--- src/design/touch_cal_pkg.sv ---
// Package with register map, field positions and waveform codes.
package touch_cal_pkg;
    localparam logic [7:0] RESTORE_ADDR  = 8'h00;
    localparam logic [7:0] RESTORE_VALUE = 8'hFF;
    localparam logic [7:0] CAL0_ADDR     = 8'h01;
    localparam logic [7:0] CAL1_ADDR     = 8'h02;

    localparam int WS_HI   = 7;
    localparam int WS_LO   = 6;
    localparam int FLAG_B  = 1;
    localparam int EN_B    = 0;

    localparam logic [1:0] WS_RESET    = 2'h0;
    localparam logic       FLAG_RESET  = 1'b0;
    localparam logic       EN_RESET    = 1'b1;
    localparam logic [4:0] ACQ_RESET   = 5'h00;
    localparam logic [7:0] RDATA_RESET = 8'h00;

    localparam logic [1:0] WS_NORMAL   = 2'h0;
    localparam logic [1:0] WS_DOUBLE   = 2'h1;
    localparam logic [1:0] WS_HALF     = 2'h2;
    localparam logic [1:0] WS_RESERVED = 2'h3;

    typedef enum logic [1:0] {
        WAVE_NORMAL,
        WAVE_DOUBLE,
        WAVE_HALF
    } waveform_t;
endpackage : touch_cal_pkg

--- src/design/sensor_cal_engine.sv ---
// Per-sensor calibrated flag, calibration request and acquisition delay.
`timescale 1ns/10ps
module sensor_cal_engine
    import touch_cal_pkg::*;
(
    input  wire logic       ref_clk_in,
    input  wire logic       sys_rst_in,
    input  wire logic       restore_in,
    input  wire logic       clear_in,
    input  wire logic       scan_ok_in,
    input  wire logic       cal_done_in,
    input  wire logic [4:0] acq_value_in,
    output logic            flag_out,
    output logic            cal_req_out,
    output logic [4:0]      acq_delay_out
);
    logic flag_reg;
    logic flag_next;
    logic [4:0] acq_reg;
    logic [4:0] acq_next;
    wire  done_ok;

    // A finished calibration only counts while one was really requested.
    assign done_ok     = cal_done_in & cal_req_out;
    assign cal_req_out = ~flag_reg & scan_ok_in;

    // Restore forces a new calibration even against a finishing one; a
    // host clear loses to a finishing calibration so the event is kept.
    assign flag_next = restore_in ? FLAG_RESET :
                       done_ok    ? 1'b1 :
                       clear_in   ? 1'b0 :
                       flag_reg;
    assign acq_next  = restore_in ? ACQ_RESET :
                       done_ok    ? acq_value_in :
                       acq_reg;

    always_ff @(posedge ref_clk_in or posedge sys_rst_in) begin
        if (sys_rst_in) begin
            flag_reg <= FLAG_RESET;
            acq_reg  <= ACQ_RESET;
        end else begin
            flag_reg <= flag_next;
            acq_reg  <= acq_next;
        end
    end

    assign flag_out      = flag_reg;
    assign acq_delay_out = acq_reg;
endmodule : sensor_cal_engine

--- src/design/touch_sensor_calibration_control.sv ---
// Two-sensor calibration control registers with calibration handshake.
//
// Summary of operation
// - Host writing zero to a calibrated flag asks for that sensor's recalibration.
// - Device keeps waveform type and flag; sets flag to one when calibration ends.
// - A calibrated flag at zero is a pending calibration request; sensor 1 raises it only while its scan enable is set.
// - Sensor 0 waveform in bits 7:6: normal, double, half; code 11 gives double.
// - Sensor 1 waveform in bits 7:6, same encoding; code 11 gives double.
// - Bits 5:2 of both registers and bit 0 of sensor 0 read zero.
// - Recalibration overwrites the sensor's stored acquisition delay.
// - Writing FF to address 00 restores defaults and recalibrates both sensors.
`timescale 1ns/10ps
module touch_sensor_calibration_control
    import touch_cal_pkg::*;
(
    input  wire logic       ref_clk_in,
    input  wire logic       sys_rst_in,
    input  wire logic [7:0] reg_addr_in,
    input  wire logic [7:0] reg_wdata_in,
    input  wire logic       reg_wr_in,
    input  wire logic       reg_rd_in,
    output logic [7:0]      reg_rdata_out,
    output logic            reg_rvalid_out,
    input  wire logic       sensor0_cal_done_in,
    input  wire logic [4:0] sensor0_acq_value_in,
    input  wire logic       sensor1_cal_done_in,
    input  wire logic [4:0] sensor1_acq_value_in,
    output logic            sensor0_cal_req_out,
    output logic            sensor1_cal_req_out,
    output logic [4:0]      sensor0_acq_delay_out,
    output logic [4:0]      sensor1_acq_delay_out,
    output waveform_t       sensor0_waveform_out,
    output waveform_t       sensor1_waveform_out,
    output logic            sensor0_calibrated_flag_out,
    output logic            sensor1_calibrated_flag_out,
    output logic            sensor1_scan_enable_out
);
    // Reserved code 11 maps onto the double waveform.
    function automatic waveform_t decode_wave(input logic [1:0] code);
        waveform_t w;
        w = WAVE_DOUBLE;
        unique case (code)
            WS_NORMAL:   w = WAVE_NORMAL;
            WS_DOUBLE:   w = WAVE_DOUBLE;
            WS_HALF:     w = WAVE_HALF;
            WS_RESERVED: w = WAVE_DOUBLE;
        endcase
        return w;
    endfunction : decode_wave

    logic [1:0] ws0_reg;
    logic [1:0] ws1_reg;
    logic       en1_reg;
    waveform_t  wave0_reg;
    waveform_t  wave1_reg;
    logic [7:0] rdata_reg;
    logic       rvalid_reg;
    logic [1:0] ws0_next;
    logic [1:0] ws1_next;
    logic       en1_next;
    logic       flag0;
    logic       flag1;

    wire       wr_cal0;
    wire       wr_cal1;
    wire       restore;
    wire       clear0;
    wire       clear1;
    wire [7:0] cal0_view;
    wire [7:0] cal1_view;
    wire [7:0] rd_mux;

    assign wr_cal0 = reg_wr_in & (reg_addr_in == CAL0_ADDR);
    assign wr_cal1 = reg_wr_in & (reg_addr_in == CAL1_ADDR);
    assign restore = reg_wr_in & (reg_addr_in == RESTORE_ADDR)
                   & (reg_wdata_in == RESTORE_VALUE);
    // Writing one to a flag does nothing: only a finished calibration sets it.
    assign clear0  = wr_cal0 & ~reg_wdata_in[FLAG_B];
    assign clear1  = wr_cal1 & ~reg_wdata_in[FLAG_B];

    assign ws0_next = restore ? WS_RESET :
                      wr_cal0 ? reg_wdata_in[WS_HI:WS_LO] : ws0_reg;
    assign ws1_next = restore ? WS_RESET :
                      wr_cal1 ? reg_wdata_in[WS_HI:WS_LO] : ws1_reg;
    assign en1_next = restore ? EN_RESET :
                      wr_cal1 ? reg_wdata_in[EN_B] : en1_reg;

    // Unimplemented positions are built as constant zero.
    assign cal0_view = {ws0_reg, 4'h0, flag0, 1'b0};
    assign cal1_view = {ws1_reg, 4'h0, flag1, en1_reg};
    assign rd_mux    = (reg_addr_in == CAL0_ADDR) ? cal0_view :
                       (reg_addr_in == CAL1_ADDR) ? cal1_view :
                       RDATA_RESET;

    always_ff @(posedge ref_clk_in or posedge sys_rst_in) begin
        if (sys_rst_in) begin
            ws0_reg    <= WS_RESET;
            ws1_reg    <= WS_RESET;
            en1_reg    <= EN_RESET;
            wave0_reg  <= WAVE_NORMAL;
            wave1_reg  <= WAVE_NORMAL;
            rdata_reg  <= RDATA_RESET;
            rvalid_reg <= 1'b0;
        end else begin
            ws0_reg    <= ws0_next;
            ws1_reg    <= ws1_next;
            en1_reg    <= en1_next;
            wave0_reg  <= decode_wave(ws0_next);
            wave1_reg  <= decode_wave(ws1_next);
            rvalid_reg <= reg_rd_in;
            if (reg_rd_in) begin
                rdata_reg <= rd_mux;
            end
        end
    end

    // Sensor 0 has no enable, so it is always allowed to calibrate.
    sensor_cal_engine u_cal0 (
        .ref_clk_in    (ref_clk_in),
        .sys_rst_in    (sys_rst_in),
        .restore_in    (restore),
        .clear_in      (clear0),
        .scan_ok_in    (1'b1),
        .cal_done_in   (sensor0_cal_done_in),
        .acq_value_in  (sensor0_acq_value_in),
        .flag_out      (flag0),
        .cal_req_out   (sensor0_cal_req_out),
        .acq_delay_out (sensor0_acq_delay_out)
    );

    // A disabled sensor 1 is not scanned, so its calibration waits.
    sensor_cal_engine u_cal1 (
        .ref_clk_in    (ref_clk_in),
        .sys_rst_in    (sys_rst_in),
        .restore_in    (restore),
        .clear_in      (clear1),
        .scan_ok_in    (en1_reg),
        .cal_done_in   (sensor1_cal_done_in),
        .acq_value_in  (sensor1_acq_value_in),
        .flag_out      (flag1),
        .cal_req_out   (sensor1_cal_req_out),
        .acq_delay_out (sensor1_acq_delay_out)
    );

    assign reg_rdata_out               = rdata_reg;
    assign reg_rvalid_out              = rvalid_reg;
    assign sensor0_waveform_out        = wave0_reg;
    assign sensor1_waveform_out        = wave1_reg;
    assign sensor0_calibrated_flag_out = flag0;
    assign sensor1_calibrated_flag_out = flag1;
    assign sensor1_scan_enable_out     = en1_reg;
endmodule : touch_sensor_calibration_control

--- config.mk ---
export PLATFORM = sky130hd
export DESIGN_NAME = touch_sensor_calibration_control
export DESIGN_NICKNAME = d
export VERILOG_FILES = /design/src/design/touch_cal_pkg.sv /design/src/design/sensor_cal_engine.sv /design/src/design/touch_sensor_calibration_control.sv
export SDC_FILE = /design/constraint.sdc
export NUM_CORES = 1
export LEC_CHECK = 0
export BUFFER_PORTS_ARGS = -buffer_cell sky130_fd_sc_hd__clkbuf_2
export CAP_MARGIN = 20
export CORE_MARGIN = 3
export CORE_UTILIZATION = 30
export CTS_BUF_LIST = sky130_fd_sc_hd__clkbuf_16
export DETAILED_ROUTE_END_ITERATION = 10
export PLACE_DENSITY = 0.55
export SYNTH_ARGS = -nofsm -noshare
export SYNTH_HDL_FRONTEND = slang
export SYNTH_SLANG_ARGS = --single-unit
--- constraint.sdc ---
create_clock -name ref_clk_in -period 1.6 [get_ports ref_clk_in]
set_input_delay 0.32 -clock ref_clk_in [delete_from_list [all_inputs] [get_ports ref_clk_in]]
set_output_delay 0.32 -clock ref_clk_in [all_outputs]
set_load 0.02 [all_outputs]
==> results.cfg <==
[layout]
num_antenna_cells = 0
drive_gt1_share_pct = 39.5
area_growth_syn_to_layout_pct = 35.9
nets = 205
fin_area_um2 = 1580
final_util_pct = 44.8
nFillCells = 361

[die]
die_h_um = 68.2
start_util_pct = 32.9
ios = 60
die_area_um2 = 4650
rows = 21
fp.dieW_um = 68.2
coreArea_um2 = 3520

[sta]
rsz0062_at_grt = false
drv_slew = 0
period_minus_slack_ns = 1.54
fin_crit_sh_pct = 96.5
clock.fmax_mhz = 648
setup_viol_count_final = 0
skew_ns = 0.00272
hold_viol = 0

[synth]
synth.distinct_cells = 23
synthTopCellsByCount = dfrtp_1, nor2_1, mux2i_1
syn_inst = 114
ys_seq_area_share_pct = 51.9
synth_edf_count = 0
synth_area_per_cell_um2 = 10.2
ys.flop_type = dfrtp_1
yosysTopAreaCell = dfrtp_1
async_reset_ff_share_pct = 100
synth_top_area_share_pct = 49.6
synth.area.top_cells = dfrtp_1, mux2i_1, nor2_1, buf_4, nor2b_1
syn_area_um2 = 1160
yosysWarnings = 0
synth.most_common_cell = dfrtp_1
ys_ff_latch = 24

[route]
via_count = 1033
via_per_inst = 4.74
ant_nets = 0
wirelength_um = 2830
drtIter0Drc = 21
drcViolationCount = 0
drt_pass1_iterations = 4
wl_per_cell_um = 13.0

[critical_path]
timing.rr.end = u_cal1.acq_delay_out[3]
arrival_ns = 1.22
path_max_fanout = 7
startpoint_type = flop
worstReg2RegStart = sensor1_scan_enable_out
rrSetupSlack_ns = 0.36
crit_path_cell_trace = nor2b_4 -> clkbuf_2
required_ns = 1.28
path_class = flop to output port
worstRegToRegCells = 4
cpMaxStageDelayCell = dfstp_2
end_kind = output port
critical_path.max_stage_delay_ns = 0.56

[cts]
cts.path.max_buffers = 2
cts_made_buffers = 3
post_cts_buffers = 0
cts_hold_buf = 0
cts_tree = yes
h-tree-depth = 1
root_buffer = clkbuf_16
numClockSinks = 24
clk_pin_slew_ns = 0.06
clk_latency_ns = 0.25

[global_route]
grt-ovfl-total = 0
grtUsageTotal_pct = 12.2
grt_first_pass_wirelength_um = 4220
grt_pass1_vias = 963
antenna_found_initial = 0
grt_max_degree = 20

[job]
maxCapViolCount = 0

[power_and_ir_drop]
power.density_nw_per_um2 = 1010
p_total_w = 0.00159
ir_drop_uv = 467
leakage_nw = 0.845

[place]
hpwl_um = 2270
io_buffer_count = 55
detailed_place.area_um2 = 1490
gp_congestion = 0.773

[hold_path]
hold_class = primary input to async pin

[status]
outcome = finished, final reports clean
layout make-up:
type | instances | area [um2] | share of cell area, %
Clock inverter | 1 | 3.75 | 0.238
Multi-Input combinational cell | 77 | 487 | 30.9
Clock buffer | 3 | 75.1 | 4.76
Sequential cell | 24 | 602 | 38.2
Timing Repair Buffer | 60 | 325 | 20.6
Inverter | 7 | 26.3 | 1.67
Tap cell | 46 | 57.6 | 3.65
how the worst max path moves through the flow:
stage	cells after the start	endpoint	start	slack (ns)
2_1_floorplan	5	sensor1_waveform_out[1]	reg_addr_in[5]	0.02
3_3_place_gp	6	u_cal0.flag_out	reg_addr_in[5]	0.005
3_5_place_dp	6	u_cal0.flag_out	reg_addr_in[5]	-0.05
4_1_cts	2	sensor1_cal_req_out	sensor1_scan_enable_out	0.05
5_1_grt	2	sensor1_cal_req_out	sensor1_scan_enable_out	0.001
6_report	2	sensor1_cal_req_out	sensor1_scan_enable_out	0.06
power by group:
part | leakage, nW | internal (W) | switching [W] | total [W]
clock | 0.0385 | 0.000333 | 0.000197 | 0.000531
combinational | 0.496 | 0.000123 | 0.000206 | 0.000329
sequential | 0.310 | 0.000680 | 0.0000518 | 0.000732
critical path, delay by kind of cell (launching register included):
kind | cells | cell delay, ns
and+or+nand+nor | 1 | 0.22
DFF | 1 | 0.56
buffers and inverters | 1 | 0.20
layer usage:
layer	vias up	track usage [%]	part of all wire, %
met5	-	0	0
met4	0	2.98	0.39
met3	2	2.96	5.9
met2	38	21.5	51
met1	498	14.9	43
li1	495	-	-
what timing repair did:
item,in CTS,in global routing
endpoints found under the setup margin,1,0
gates resized for setup,2,0
endpoints found under the hold margin,0,0
cell families after synthesis:
logic type,Yosys count,synth area share [%]
other,1,0.323
AO/OA/AOI/OAI,16,8.09
multiplexers,11,9.49
AND/OR/NAND/NOR,46,22.4
buffers and inverters,16,7.77
flip-flops,24,51.9
cells in the final DEF (no fill, tap or decap):
master,count
clkbuf_2,55
dfrtp_1,23
nor2_1,14
mux2i_1,11
nand2_1,7
inv_1,7
nand3_1,6
a21oi_1,6
nor2b_1,6
o21ai_0,5
nand4_1,4
conb_1,4
buf_4,4
a22oi_1,3
clkbuf_16,3
nor4_4,2
nor3_1,2
and4_1,2
nand2b_1,1
nand2_2,1
a211oi_1,1
nor2b_4,1
a211o_1,1
clkinv_1,1
buf_12,1
dfstp_2,1
per-stage QoR:
stage | hold slack (ns) | setup TNS, ns | cells | setup WS [ns]
after detailed placement | 0.305 | -0.618 | 214 | -0.0496
after floorplan | 0.334 | 0 | 117 | 0.0177
after global routing | 0.0648 | 0 | 218 | 0.00119
after CTS | 0.0357 | 0 | 218 | 0.0476
after global placement | 0.307 | 0 | 214 | 0.00520
final | 0.0220 | 0 | 218 | 0.0563
(Power assumes the default switching activity.)
